[src/flash_seq_pkg.sv]
// constants shared by the sector erase and suspend sequencer
package flash_seq_pkg;

	// clock and timing
	localparam int unsigned CLOCK_PERIOD_NS          = 20;
	localparam int unsigned RESET_RECOVERY_NS        = 200;
	localparam int unsigned ERASE_SUSPEND_LATENCY_NS = 400;
	// least time rounds up, longest time rounds down, never below one cycle
	localparam int unsigned RESET_RECOVERY_CYC =
		(RESET_RECOVERY_NS + CLOCK_PERIOD_NS - 1) / CLOCK_PERIOD_NS;
	localparam int unsigned SUSPEND_RAW_CYC = ERASE_SUSPEND_LATENCY_NS / CLOCK_PERIOD_NS;
	localparam int unsigned ERASE_SUSPEND_CYC = (SUSPEND_RAW_CYC < 1) ? 1 : SUSPEND_RAW_CYC;

	// apb register byte offsets
	localparam logic [7:0] OFF_WRITE_CYCLE = 8'h00;
	localparam logic [7:0] OFF_ADDRESS     = 8'h04;
	localparam logic [7:0] OFF_READ_DATA   = 8'h08;
	localparam logic [7:0] OFF_STATUS      = 8'h0c;
	localparam logic [7:0] OFF_PROTECT     = 8'h10;
	localparam logic [7:0] OFF_MODE        = 8'h14;

	// command bytes and unlock addresses
	localparam logic [7:0]  CMD_UNLOCK1       = 8'haa;
	localparam logic [7:0]  CMD_UNLOCK2       = 8'h55;
	localparam logic [7:0]  CMD_ERASE_SETUP   = 8'h80;
	localparam logic [7:0]  CMD_SECTOR_ERASE  = 8'h30;
	localparam logic [7:0]  CMD_PROGRAM       = 8'ha0;
	localparam logic [7:0]  CMD_SSR_ENTRY     = 8'h88;
	localparam logic [7:0]  CMD_OVERLAY_ENTRY = 8'he0;
	localparam logic [7:0]  CMD_STATUS_READ   = 8'h70;
	localparam logic [7:0]  CMD_STATUS_CLEAR  = 8'h71;
	localparam logic [7:0]  CMD_SUSPEND       = 8'hb0;
	localparam logic [7:0]  CMD_RESUME        = 8'h30;
	localparam logic [7:0]  CMD_RESET         = 8'hf0;
	localparam logic [11:0] ADDR_UNLOCK1      = 12'h555;
	localparam logic [11:0] ADDR_UNLOCK2      = 12'h2aa;

	// status word layout
	localparam int unsigned SR_READY  = 7;
	localparam int unsigned SR_ESUSP  = 6;
	localparam int unsigned SR_EFAIL  = 5;
	localparam int unsigned SR_PFAIL  = 4;
	localparam int unsigned SR_LOCKED = 1;

	// array patterns
	localparam logic [15:0] ERASED_WORD  = 16'hffff;
	localparam logic [15:0] PREPROG_WORD = 16'h0000;

	// controller states
	typedef enum logic [2:0] {
		ST_IDLE,
		ST_PREPROG,
		ST_ERASE,
		ST_SUSPENDING,
		ST_SUSPENDED,
		ST_SUSP_PROG,
		ST_SUSP_FAIL,
		ST_PROG
	} ctl_state_t;

endpackage

[src/sector_erase_suspend_sequencer.sv]
// embedded algorithm controller for sector erase, suspend and resume, apb slave
//
// What this block does
// - preprogram sector to zeros, then erase to ffff
// - while erasing accept only status read, suspend
// - hardware reset stops erase, read mode after recovery
// - protected sector erase aborts and flags failure
// - suspend honoured only during running erase
// - suspend halts erase within latency, then suspended
// - suspended sector reads are undetermined, others normal
// - status shows erasing versus suspended, program result
// - program during suspend returns to suspended state
// - clear or reset after failure returns suspended
// - suspended mode accepts only the listed commands
// - resume restarts erase, repeats ignored, resuspend allowed
// - overlay entry refused while suspended
// - ready flag one only when nothing runs
// - suspended flag set while suspended, resume clears
// - locked flag records lock failure of last operation
// - program to suspended sector sets program fail
//
// The register addresses and the APB register port were left to the implementer.
`timescale 1ns/1ps

module sector_erase_suspend_sequencer #(
	parameter int unsigned SECTORS      = 4,
	parameter int unsigned SECTOR_WORDS = 8,
	parameter int unsigned STEP_CYCLES  = 4,
	parameter int unsigned PROG_CYCLES  = 4
) (
	// clock and reset
	input  wire logic        clock,
	input  wire logic        reset_n,
	// apb slave
	input  wire logic        psel,
	input  wire logic        penable,
	input  wire logic        pwrite,
	input  wire logic [7:0]  paddr,
	input  wire logic [31:0] pwdata,
	output logic      [31:0] prdata,
	output logic             pready,
	output logic             pslverr
);

	localparam int unsigned WORDS = SECTORS * SECTOR_WORDS;
	localparam int unsigned IDX_W = $clog2(WORDS);
	localparam int unsigned SW_W  = $clog2(SECTOR_WORDS);
	localparam int unsigned SEC_W = $clog2(SECTORS);
	localparam logic [SW_W-1:0] LAST_WORD = SW_W'(SECTOR_WORDS - 1);

	// word index of a bus address
	function automatic logic [IDX_W-1:0] word_of(input logic [11:0] a);
		return a[IDX_W-1:0];
	endfunction

	// sector index of a bus address
	function automatic logic [SEC_W-1:0] sector_of(input logic [11:0] a);
		return a[IDX_W-1:SW_W];
	endfunction

	// sector guarded by its dynamic or persistent bit
	function automatic logic is_protected(input logic [SECTORS-1:0] d,
		input logic [SECTORS-1:0] p, input logic [SEC_W-1:0] s);
		return d[s] | p[s];
	endfunction

	flash_seq_pkg::ctl_state_t state, next_state;
	logic [2:0]         cyc, next_cyc;
	logic               pend_prog, next_pend_prog;
	logic [SEC_W-1:0]   esect, next_esect;
	logic               phase, next_phase;
	logic [SW_W-1:0]    wptr, next_wptr;
	logic [15:0]        timer, next_timer;
	logic [15:0]        scnt, next_scnt;
	logic [15:0]        rec_cnt, next_rec_cnt;
	logic               stat_ovl, next_stat_ovl;
	logic               ssr_mode, next_ssr_mode;
	logic               ovl_mode, next_ovl_mode;
	logic               efail, next_efail;
	logic               pfail, next_pfail;
	logic               locked, next_locked;
	logic [SECTORS-1:0] dyn_prot, next_dyn_prot;
	logic [SECTORS-1:0] pers_prot, next_pers_prot;
	logic [11:0]        addr_reg, next_addr_reg;
	logic [IDX_W-1:0]   prog_word, next_prog_word;
	logic [15:0]        prog_data, next_prog_data;
	logic [31:0]        next_prdata;
	logic               next_pslverr;
	logic [15:0]        mem [WORDS];
	logic               mem_we;
	logic [IDX_W-1:0]   mem_wa;
	logic [15:0]        mem_wd;
	logic               ready, esusp, wr_cyc, is555, is2aa;
	logic [7:0]         cmd;
	logic [15:0]        status;
	logic [SEC_W-1:0]   tsect;

	assign pready = 1'b1;

	// live flags and the status word built from them
	always_comb begin
		ready = !(state == flash_seq_pkg::ST_PREPROG || state == flash_seq_pkg::ST_ERASE ||
			state == flash_seq_pkg::ST_SUSPENDING || state == flash_seq_pkg::ST_PROG ||
			state == flash_seq_pkg::ST_SUSP_PROG);
		esusp = state == flash_seq_pkg::ST_SUSPENDED || state == flash_seq_pkg::ST_SUSP_PROG ||
			state == flash_seq_pkg::ST_SUSP_FAIL;
		status = 16'h0000;
		status[flash_seq_pkg::SR_READY]  = ready;
		status[flash_seq_pkg::SR_ESUSP]  = esusp;
		status[flash_seq_pkg::SR_EFAIL]  = efail;
		status[flash_seq_pkg::SR_PFAIL]  = pfail;
		status[flash_seq_pkg::SR_LOCKED] = locked;
	end

	// bus decode, command sequencer and embedded algorithm
	always_comb begin
		next_state     = state;
		next_cyc       = cyc;
		next_pend_prog = pend_prog;
		next_esect     = esect;
		next_phase     = phase;
		next_wptr      = wptr;
		next_timer     = timer;
		next_scnt      = scnt;
		next_rec_cnt   = rec_cnt;
		next_stat_ovl  = stat_ovl;
		next_ssr_mode  = ssr_mode;
		next_ovl_mode  = ovl_mode;
		next_efail     = efail;
		next_pfail     = pfail;
		next_locked    = locked;
		next_dyn_prot  = dyn_prot;
		next_pers_prot = pers_prot;
		next_addr_reg  = addr_reg;
		next_prog_word = prog_word;
		next_prog_data = prog_data;
		next_prdata    = prdata;
		next_pslverr   = pslverr;
		mem_we         = 1'b0;
		mem_wa         = {esect, wptr};
		mem_wd         = flash_seq_pkg::PREPROG_WORD;
		cmd            = pwdata[7:0];
		is555          = addr_reg == flash_seq_pkg::ADDR_UNLOCK1;
		is2aa          = addr_reg == flash_seq_pkg::ADDR_UNLOCK2;
		tsect          = sector_of(addr_reg);
		wr_cyc         = psel && penable && pwrite && paddr == flash_seq_pkg::OFF_WRITE_CYCLE &&
			rec_cnt == 16'h0000; // commands wait out recovery

		// recovery after hardware reset
		if (rec_cnt != 16'h0000) begin
			next_rec_cnt = rec_cnt - 16'h0001;
		end

		// plain register writes in the access phase
		if (psel && penable && pwrite) begin
			if (paddr == flash_seq_pkg::OFF_ADDRESS) begin
				next_addr_reg = pwdata[11:0];
			end else if (paddr == flash_seq_pkg::OFF_PROTECT) begin
				next_dyn_prot  = pwdata[SECTORS-1:0];
				next_pers_prot = pwdata[2*SECTORS-1:SECTORS];
			end
		end

		// read data and error are captured in the setup phase
		if (psel && !penable) begin
			next_pslverr = 1'b0;
			next_prdata  = 32'h0000_0000;
			if (paddr == flash_seq_pkg::OFF_WRITE_CYCLE) begin
				next_prdata = 32'h0000_0000;
			end else if (paddr == flash_seq_pkg::OFF_ADDRESS) begin
				next_prdata = {20'h0_0000, addr_reg};
			end else if (paddr == flash_seq_pkg::OFF_READ_DATA) begin
				// suspended sector words are whatever the halted erase left
				next_prdata = {16'h0000, stat_ovl ? status : mem[word_of(addr_reg)]};
			end else if (paddr == flash_seq_pkg::OFF_STATUS) begin
				next_prdata = {16'h0000, status};
			end else if (paddr == flash_seq_pkg::OFF_PROTECT) begin
				next_prdata = 32'({pers_prot, dyn_prot});
			end else if (paddr == flash_seq_pkg::OFF_MODE) begin
				next_prdata = {25'h000_0000, ovl_mode, ssr_mode, rec_cnt != 16'h0000, 1'b0, state};
			end else begin
				next_pslverr = 1'b1;
			end
		end

		// a read of the array port consumes the one-shot status overlay
		if (psel && penable && !pwrite && paddr == flash_seq_pkg::OFF_READ_DATA) begin
			next_stat_ovl = 1'b0;
		end

		// embedded algorithm progress
		case (state)
			flash_seq_pkg::ST_PREPROG, flash_seq_pkg::ST_ERASE: begin
				if (timer != 16'h0000) begin
					next_timer = timer - 16'h0001;
				end else begin
					// zeros first, then all ones, word by word
					mem_we     = 1'b1;
					mem_wd     = (state == flash_seq_pkg::ST_ERASE) ?
						flash_seq_pkg::ERASED_WORD : flash_seq_pkg::PREPROG_WORD;
					next_timer = 16'(STEP_CYCLES - 1);
					next_wptr  = wptr + SW_W'(1);
					if (wptr == LAST_WORD) begin
						next_wptr = '0;
						if (state == flash_seq_pkg::ST_PREPROG) begin
							next_state = flash_seq_pkg::ST_ERASE;
						end else begin
							next_state = flash_seq_pkg::ST_IDLE;
							next_efail = 1'b0;
						end
					end
				end
			end
			flash_seq_pkg::ST_SUSPENDING: begin
				if (scnt != 16'h0000) begin
					next_scnt = scnt - 16'h0001;
				end else begin
					next_state = flash_seq_pkg::ST_SUSPENDED;
				end
			end
			flash_seq_pkg::ST_PROG, flash_seq_pkg::ST_SUSP_PROG: begin
				if (timer != 16'h0000) begin
					next_timer = timer - 16'h0001;
				end else begin
					// programming can only clear bits
					mem_we     = 1'b1;
					mem_wa     = prog_word;
					mem_wd     = mem[prog_word] & prog_data;
					next_pfail = 1'b0;
					next_state = (state == flash_seq_pkg::ST_SUSP_PROG) ?
						flash_seq_pkg::ST_SUSPENDED : flash_seq_pkg::ST_IDLE;
				end
			end
			default: begin
			end
		endcase

		// command cycles written by the host
		if (wr_cyc) begin
			next_cyc = 3'd0;
			if (cmd == flash_seq_pkg::CMD_STATUS_READ && is555) begin
				next_stat_ovl = 1'b1; // valid in every state
			end else if (state == flash_seq_pkg::ST_PREPROG || state == flash_seq_pkg::ST_ERASE) begin
				// only suspend gets through while erasing
				if (cmd == flash_seq_pkg::CMD_SUSPEND) begin
					next_state = flash_seq_pkg::ST_SUSPENDING;
					next_scnt  = 16'(flash_seq_pkg::ERASE_SUSPEND_CYC - 1);
					next_phase = state == flash_seq_pkg::ST_ERASE;
				end
			end else if (state == flash_seq_pkg::ST_SUSP_FAIL) begin
				// failed program parks until status is cleared
				if ((cmd == flash_seq_pkg::CMD_STATUS_CLEAR && is555) ||
					cmd == flash_seq_pkg::CMD_RESET) begin
					next_state  = flash_seq_pkg::ST_SUSPENDED;
					next_efail  = 1'b0;
					next_pfail  = 1'b0;
					next_locked = 1'b0;
				end
			end else if (state == flash_seq_pkg::ST_IDLE || state == flash_seq_pkg::ST_SUSPENDED) begin
				if (pend_prog) begin
					next_pend_prog = 1'b0;
					if (is_protected(dyn_prot, pers_prot, tsect)) begin
						next_pfail  = 1'b1;
						next_locked = 1'b1;
						if (esusp) begin
							next_state = flash_seq_pkg::ST_SUSP_FAIL;
						end
					end else if (esusp && tsect == esect) begin
						next_pfail = 1'b1;
						next_state = flash_seq_pkg::ST_SUSP_FAIL;
					end else begin
						next_state     = esusp ? flash_seq_pkg::ST_SUSP_PROG :
							flash_seq_pkg::ST_PROG;
						next_prog_word = word_of(addr_reg);
						next_prog_data = pwdata[15:0];
						next_timer     = 16'(PROG_CYCLES - 1);
						next_locked    = 1'b0;
					end
				end else if (cyc == 3'd5 && cmd == flash_seq_pkg::CMD_SECTOR_ERASE) begin
					// sixth cycle of the erase sequence names the sector
					if (esusp) begin
						next_efail = 1'b1; // no new erase while one is parked
					end else if (is_protected(dyn_prot, pers_prot, tsect)) begin
						next_efail  = 1'b1;
						next_locked = 1'b1;
					end else begin
						next_state  = flash_seq_pkg::ST_PREPROG;
						next_esect  = tsect;
						next_wptr   = '0;
						next_timer  = 16'(STEP_CYCLES - 1);
						next_locked = 1'b0;
					end
				end else if (cmd == flash_seq_pkg::CMD_RESUME && esusp && cyc == 3'd0) begin
					next_state = next_phase_state(phase);
				end else if (cmd == flash_seq_pkg::CMD_UNLOCK1 && is555 &&
					(cyc == 3'd0 || cyc == 3'd3)) begin
					next_cyc = cyc + 3'd1;
				end else if (cmd == flash_seq_pkg::CMD_UNLOCK2 && is2aa &&
					(cyc == 3'd1 || cyc == 3'd4)) begin
					next_cyc = cyc + 3'd1;
				end else if (cyc == 3'd2) begin
					if (cmd == flash_seq_pkg::CMD_ERASE_SETUP && is555) begin
						next_cyc = 3'd3;
					end else if (cmd == flash_seq_pkg::CMD_PROGRAM && is555) begin
						next_pend_prog = 1'b1;
					end else if (cmd == flash_seq_pkg::CMD_SSR_ENTRY && is555) begin
						next_ssr_mode = 1'b1;
					end else if (cmd == flash_seq_pkg::CMD_OVERLAY_ENTRY && is555 && !esusp) begin
						next_ovl_mode = 1'b1; // refused while suspended
					end
				end else if (cmd == flash_seq_pkg::CMD_STATUS_CLEAR && is555) begin
					next_efail  = 1'b0;
					next_pfail  = 1'b0;
					next_locked = 1'b0;
				end else if (cmd == flash_seq_pkg::CMD_RESET) begin
					next_efail    = 1'b0; // exits overlays and clears results
					next_pfail    = 1'b0;
					next_locked   = 1'b0;
					next_ssr_mode = 1'b0;
					next_ovl_mode = 1'b0;
				end
			end
		end
	end

	// erase phase to return to on resume
	function automatic flash_seq_pkg::ctl_state_t next_phase_state(input logic erasing);
		return erasing ? flash_seq_pkg::ST_ERASE : flash_seq_pkg::ST_PREPROG;
	endfunction

	// controller registers; reset aborts any erase at once
	always_ff @(posedge clock or negedge reset_n) begin
		if (!reset_n) begin
			state     <= flash_seq_pkg::ST_IDLE;
			cyc       <= 3'd0;
			pend_prog <= 1'b0;
			esect     <= '0;
			phase     <= 1'b0;
			wptr      <= '0;
			timer     <= 16'h0000;
			scnt      <= 16'h0000;
			rec_cnt   <= 16'(flash_seq_pkg::RESET_RECOVERY_CYC);
			stat_ovl  <= 1'b0;
			ssr_mode  <= 1'b0;
			ovl_mode  <= 1'b0;
			efail     <= 1'b0;
			pfail     <= 1'b0;
			locked    <= 1'b0;
			dyn_prot  <= '0;
			pers_prot <= '0;
			addr_reg  <= 12'h000;
			prog_word <= '0;
			prog_data <= 16'h0000;
			prdata    <= 32'h0000_0000;
			pslverr   <= 1'b0;
		end else begin
			state     <= next_state;
			cyc       <= next_cyc;
			pend_prog <= next_pend_prog;
			esect     <= next_esect;
			phase     <= next_phase;
			wptr      <= next_wptr;
			timer     <= next_timer;
			scnt      <= next_scnt;
			rec_cnt   <= next_rec_cnt;
			stat_ovl  <= next_stat_ovl;
			ssr_mode  <= next_ssr_mode;
			ovl_mode  <= next_ovl_mode;
			efail     <= next_efail;
			pfail     <= next_pfail;
			locked    <= next_locked;
			dyn_prot  <= next_dyn_prot;
			pers_prot <= next_pers_prot;
			addr_reg  <= next_addr_reg;
			prog_word <= next_prog_word;
			prog_data <= next_prog_data;
			prdata    <= next_prdata;
			pslverr   <= next_pslverr;
		end
	end

	// flash array, contents survive reset
	always_ff @(posedge clock) begin
		if (mem_we) begin
			mem[mem_wa] <= mem_wd;
		end
	end

endmodule // sector_erase_suspend_sequencer

[config.mk]
export PLATFORM = sky130hd
export DESIGN_NAME = sector_erase_suspend_sequencer
export DESIGN_NICKNAME = d
export VERILOG_FILES = /design/src/flash_seq_pkg.sv /design/src/sector_erase_suspend_sequencer.sv
export SDC_FILE = /design/constraint.sdc
export NUM_CORES = 1
export LEC_CHECK = 0
export BUFFER_PORTS_ARGS = -buffer_cell sky130_fd_sc_hd__buf_4
export CORE_MARGIN = 2
export CORE_UTILIZATION = 50
export CTS_BUF_LIST = sky130_fd_sc_hd__clkbuf_8
export DETAILED_ROUTE_END_ITERATION = 6
export GPL_ROUTABILITY_DRIVEN = 0
export PLACE_DENSITY = 0.66
export SLEW_MARGIN = 20
export SYNTH_ARGS = -nofsm -noshare
export SYNTH_HDL_FRONTEND = slang
export SYNTH_SLANG_ARGS = --single-unit
[constraint.sdc]
create_clock -name clock -period 9.65 [get_ports clock]
set_clock_uncertainty 0.2 [all_clocks]
set_input_delay 1.4475 -clock clock [delete_from_list [all_inputs] [get_ports clock]]
set_output_delay 1.4475 -clock clock [all_outputs]
set_load 0.1 [all_outputs]
# Yosys cells after proc, flatten, opt, wreduce, memory -nomap -nowiden
# Memories as Yosys holds them, arrays and structs flattened.
# Index checks and enable logic that the tools add are counted.
# classes
bitwise	14
reduce_logical	58
magnitude_cmp	1
add_sub_neg	5
eq_ne	45
muxes	168
# ops
cell	count
two-way mux 16 bit	26
two-way mux 3 bit	40
two-way mux 1 bit	86
case mux 16 bit (2 select lines)	2
== test 8 bit, second input constant	7
nonzero test 16 bit	3
subtractor 16 x 1 -> 16 bit, second input constant	3
== test 8 x 7 -> 1 bit, second input constant	3
!= test 4 bit, second input constant	6
logical AND 1 bit	22
== test 3 bit, second input constant	7
bitwise AND 16 bit	1
== test 8 x 4 -> 1 bit, second input constant	2
== test 8 x 5 -> 1 bit, second input constant	2
logical NOT 16 bit	1
two-way mux 8 bit	2
AND reduction 16 bit	1
AND reduction 15 bit	1
== test 12 x 10 -> 1 bit, second input constant	1
== test 12 x 11 -> 1 bit, second input constant	1
== test 3 x 2 -> 1 bit, second input constant	4
two-way mux 2 bit	6
NOT 1 bit	12
AND reduction 12 bit	1
other kinds (27)	51
# totals
out_inout_bits	34
in_bits	45
memories	1
regBits	141
word_cells	314
ram_bits	512
# mem_list
memory	words	word_bits	read_ports	rd_clocked_by_memory_dff	wr	line_no	text
mem	32	16	2	0	1	sector_erase_suspend_sequencer.sv:89	logic [15:0] mem [WORDS];

# Depth between registers and ports, before layout
# depth
word_depth	18
ltp_mapped	12
depth_no_buf	11

# Worst setup path before layout
# Ideal clock, no wire load.
# synth_path
path_kind	reg-to-reg
startpoint	register timer[0]
endpoint	memory mem[0][10], data pin
path_buffers	2
setup_time_ns	0.454
required_ns	8.996
period_less_slack_ns	3.858
t_arrival_ns	3.204
path_stages_with_launch	11
path_slack_ns	5.792
path_cell_list	dfrtp_1 inv_1 ha_1 nor4b_1 and4_1 buf_2 inv_1 nor2_2 clkbuf_1 nand2_1 o21ai_0
# synth_between
elab_chain_cells	3
elab_cells_between_ends	4
cone_classes	mux (3); reduce/logical (1)
# synth_rtl
element	line_no	text
start: declaration	sector_erase_suspend_sequencer.sv:73	logic [15:0] timer, next_timer;
start signal: assignment	sector_erase_suspend_sequencer.sv:363	timer <= next_timer;
nonzero test 16 bit (*)	sector_erase_suspend_sequencer.sv:194, sector_erase_suspend_sequencer.sv:222	
two-way mux 16 bit (on tied branches)	sector_erase_suspend_sequencer.sv:222, sector_erase_suspend_sequencer.sv:194	
case mux 16 bit (2 select lines) (*)	sector_erase_suspend_sequencer.sv:192	case (state)
via mem_wd[10]	sector_erase_suspend_sequencer.sv:92	logic [15:0] mem_wd;
end: declaration	sector_erase_suspend_sequencer.sv:89	
# Mark *: on every way through the listed nets, which the timed path passes. The rest lies on a longest branch.

# Worst setup path after layout
# layout_path
startpoint	register timer[0]
endpoint	memory mem[3][5], enable pin
# layout_between
elab_chain_cells	5
elab_cells_between_ends	7
cone_classes	mux (6); reduce/logical (1)
# layout_rtl
element	line_no	text
nonzero test 16 bit (*)	sector_erase_suspend_sequencer.sv:194, sector_erase_suspend_sequencer.sv:222	
two-way mux 1 bit	sector_erase_suspend_sequencer.sv:194, sector_erase_suspend_sequencer.sv:222	
two-way mux 1 bit	--	
two-way mux 1 bit	sector_erase_suspend_sequencer.sv:384	if (mem_we) begin
two-way mux 1 bit (implied by the code)	sector_erase_suspend_sequencer.sv:385	mem[mem_wa] <= mem_wd;
# Every way passes the cells marked *; elsewhere a longest branch is shown, timed or not.

==> flow_summary.toml <==
[critical_path]
crit_fanout = 25
critPathCaptureType = "flip-flop"
timing.critical_path.from_type = "flip-flop"
worst_r2r_path_depth = 11
crit_arrival_ns = 4.89
crit-reg2reg-capture = "mem[3][5]$_DFFE_PP_"
regToRegSetupSlack_ns = 4.97
rr_startpoint = "timer[0]$_DFF_PN0_"
worstSetupPathType = "flip-flop to flip-flop"
timing.critical_path.required_ns = 9.86

[timing]
setup_viol = 0
timing.slew.headroom = 0.237
report.final.slew_viol_count = 0
layout_worst_path_cycle_share = 0.485
period_minus_slack_ns = 4.68
count_of_endpoints_failing_hold_in_the_final_timing_report = 0
totalNegativeSetupSlack_ns = 0
grt_setup_unrepaired = "false"
clock.fmax_ghz = 0.214
max_slew.worst_pin.slew_ns = 1.15

[power_and_ir_drop]
power_frac_clock = 0.421
p_leak_nw = 9.29
power.share.combinational = 0.023
power_density_nw_per_um2 = 155
ir_drop_uv = 111
internal_power_mw = 4.11
power.share.switching = 0.224
p_switching_mw = 1.18
power.sequential.fraction = 0.556

[clocking]
clock_path_buffers = 3
cts.root.buffer_cell = "sky130_fd_sc_hd__clkbuf_8"
path_clk_slew_ns = 0.06
worst_skew_pair.late_latency_ns = 0.73
cts-resized-gates = 0
tritoncts = "built"
cts-htree-levels = 3
cts_hold_buf = 0
numClockSinks = 637
post_cts_buffers = 0
tritoncts.num_buffers = 104

[flow_run]
drv.max_cap_violation_count = 0

[floorplanning]
start_util = 0.507
num_io_pins = 79
die_height_um = 252
die_x_um = 252
floorplan.rows = 90
area_of_the_die_um2 = 63400
core_region_area_um2 = 60500

[final_layout]
area_delta_synth_final_pct = 11.0
final_layout_size_suffix_gt1_frac = 0.340
finalNetCount = 1941
largest_register_ffs = 512
largest_register = "mem"
diodes = 0
design_area_um2 = 34000

[synth]
yosysWarnings = 0
synthDistinctLibCells = 79
synth-seq-area-share = 0.603
synthesis.area_um2 = 30700
synth_cells = 1789
async_reset_ff_frac = 0.196
most_frequently_used_flop_master_after_synthesis = "sky130_fd_sc_hd__edfxtp_1"
synth-edff-count = 512
synth_seq_cells = 637
syn_avg_cell_area_um2 = 17.1

[detailed_routing]
routed_wire_length_per_instance_um = 28.0
drt_pass1_iterations = 5
num_vias = 17800
post_drt_via_cell_ratio = 6.47
wirelength_mm = 77.2
antenna_left = 0
drc = 0
dr.first_iter.drc_count = 1568

[global_routing]
antenna_found_initial = 1
grt_pass1_wl_mm = 116
grt_overflow = 0
via_count_of_the_first_global_routing_pass = 18400
grt_start_max_net_pins = 137
grt.total_usage = 0.250

[placed_design]
io_buffer_count = 45
placed_area_um2 = 32000
dpl.hpwl_mm = 46.2

[hold_path]
timing.hold.worst_path_depth = 2
worst_hold_path.endpoint = "pslverr$_DFFE_PN0P_"
hold_path.class = "flip-flop to flip-flop"
hp-start = "pslverr$_DFFE_PN0P_"

[outcome]
result_of_the_run = "finished clean"
[cell usage in the layout (no fill, tap or decap), drive strengths merged, types with 14 or more instances in the layout]
| cell type | instances |
|---|---|
| edfxtp | 512 |
| nor2b | 14 |
| clkinv | 31 |
| inv | 64 |
| a21oi | 47 |
| mux4 | 311 |
| nor4 | 16 |
| o21ai | 56 |
| nor2 | 114 |
| dfrtp | 123 |
| nand3 | 21 |
| xnor2 | 19 |
| nand2 | 90 |
| clkbuf | 114 |
| mux2i | 49 |
| nor3 | 32 |
| mux2 | 47 |
| buf | 107 |
| conb | 17 |
[kinds of logic (layout without fill, tap and decap cells)]
kind of cell / Yosys count / after routing / share of synthesized area
AOI/OAI and AO/OA: 178 / 178 / 0.0364
xor gates and xnor gates: 31 / 31 / 0.00885
and+or+nand+nor: 369 / 369 / 0.0617
muxes: 407 / 407 / 0.262
other: 2 / 17 / 0.000245
DFF: 637 / 637 / 0.603
adders and majority gates: 12 / 12 / 0.00489
buffers and inverters: 153 / 319 / 0.0231
[area by class of cell]
type,instances,area (um^2)
well taps,782,978
inverters,20,75.1
multi-input cells,1014,11700
clock buffers,114,1570
flip-flops and latches,637,18500
repair buffers,107,836
fillers,4616,26400
clock inverters,78,402
[worst max path at each step]
stage | start | end | cells after the start
global route | timer[6]$_DFF_PN0_ | mem[3][5]$_DFFE_PP_ | 9
CTS | timer[0]$_DFF_PN0_ | mem[3][8]$_DFFE_PP_ | 10
floorplan | timer[0]$_DFF_PN0_ | mem[0][10]$_DFFE_PP_ | 10
global placement | paddr[0] | prog_data[12]$_DFFE_PN0P_ | 7
finish | timer[0]$_DFF_PN0_ | mem[3][5]$_DFFE_PP_ | 11
detailed placement | paddr[0] | prog_data[1]$_DFFE_PN0P_ | 7
[cell usage after synthesis (8+ instances only)]
master,number,share of area
sky130_fd_sc_hd__o22ai_1,8,0.0016
sky130_fd_sc_hd__o21ai_0,56,0.0091
sky130_fd_sc_hd__nor2_1,113,0.014
sky130_fd_sc_hd__nor2b_1,14,0.0029
sky130_fd_sc_hd__inv_1,20,0.0024
sky130_fd_sc_hd__nand3_1,20,0.0033
sky130_fd_sc_hd__nor4_1,14,0.0029
sky130_fd_sc_hd__and3_1,9,0.0018
sky130_fd_sc_hd__mux2_2,46,0.017
sky130_fd_sc_hd__a21oi_1,47,0.0077
sky130_fd_sc_hd__buf_1,14,0.0017
sky130_fd_sc_hd__edfxtp_1,512,0.50
sky130_fd_sc_hd__a22oi_1,10,0.0024
sky130_fd_sc_hd__buf_4,22,0.0054
sky130_fd_sc_hd__mux4_2,311,0.23
sky130_fd_sc_hd__or2_2,8,0.0016
sky130_fd_sc_hd__clkbuf_1,66,0.0081
sky130_fd_sc_hd__buf_2,28,0.0046
sky130_fd_sc_hd__xor2_1,12,0.0034
sky130_fd_sc_hd__mux2i_1,49,0.016
sky130_fd_sc_hd__nor3_1,31,0.0051
sky130_fd_sc_hd__nand2_1,90,0.011
sky130_fd_sc_hd__dfrtp_1,123,0.10
sky130_fd_sc_hd__or3_1,8,0.0016
sky130_fd_sc_hd__xnor2_1,19,0.0054
sky130_fd_sc_hd__ha_1,12,0.0049
sky130_fd_sc_hd__nand2b_1,8,0.0016
[critical path: stages, from the launching register on]
cell                      delay (ns)
sky130_fd_sc_hd__dfrtp_1        0.43
sky130_fd_sc_hd__inv_1          0.12
sky130_fd_sc_hd__ha_1           0.18
sky130_fd_sc_hd__nor4b_1        0.37
sky130_fd_sc_hd__and4_1         0.71
sky130_fd_sc_hd__inv_1          0.25
sky130_fd_sc_hd__nor2_2         0.16
sky130_fd_sc_hd__buf_4          0.32
sky130_fd_sc_hd__a32oi_1        0.28
sky130_fd_sc_hd__buf_4          0.31
sky130_fd_sc_hd__nor2_2         0.66
sky130_fd_sc_hd__buf_4          0.37
[power groups by stage]
stage	clock (mW)	combinational, mW	sequential (mW)
after global routing	2.39	0.126	2.94
final	2.23	0.119	2.94
after global placement	0	0.118	3.00
after CTS	2.28	0.119	2.94
after detailed placement	0	0.119	3.00
after floorplan	0	0.0740	3.01
[through the flow]
| stage | hold slack (ns) | util | total power, mW | instances | setup WS, ns |
|---|---|---|---|---|---|
| 6_report | 0.285 | 0.563 | 5.29 | 2752 | 4.97 |
| 5_1_grt | 0.311 | 0.563 | 5.46 | 2752 | 4.81 |
| 4_1_cts | 0.294 | 0.562 | 5.34 | 2750 | 4.93 |
| 3_5_place_dp | 0.266 | 0.530 | 3.12 | 2558 | 4.78 |
| 3_3_place_gp | 0.257 | 0.529 | 3.12 | 2558 | 4.84 |
| 2_1_floorplan | 0.243 | - | 3.08 | 1804 | 5.79 |
[layer usage]
metal  vias to the layer above  share of wire  global-route usage  wire (um)
met5                         -              0                   0          0
met1                      9371           0.40               0.340      31200
met2                       764           0.49               0.401      37600
li1                       7520              -                   -          -
met4                         0          0.039               0.103       3000
met3                       155          0.070              0.0463       5440
Note: power is estimated with default switching activity, not from simulation.
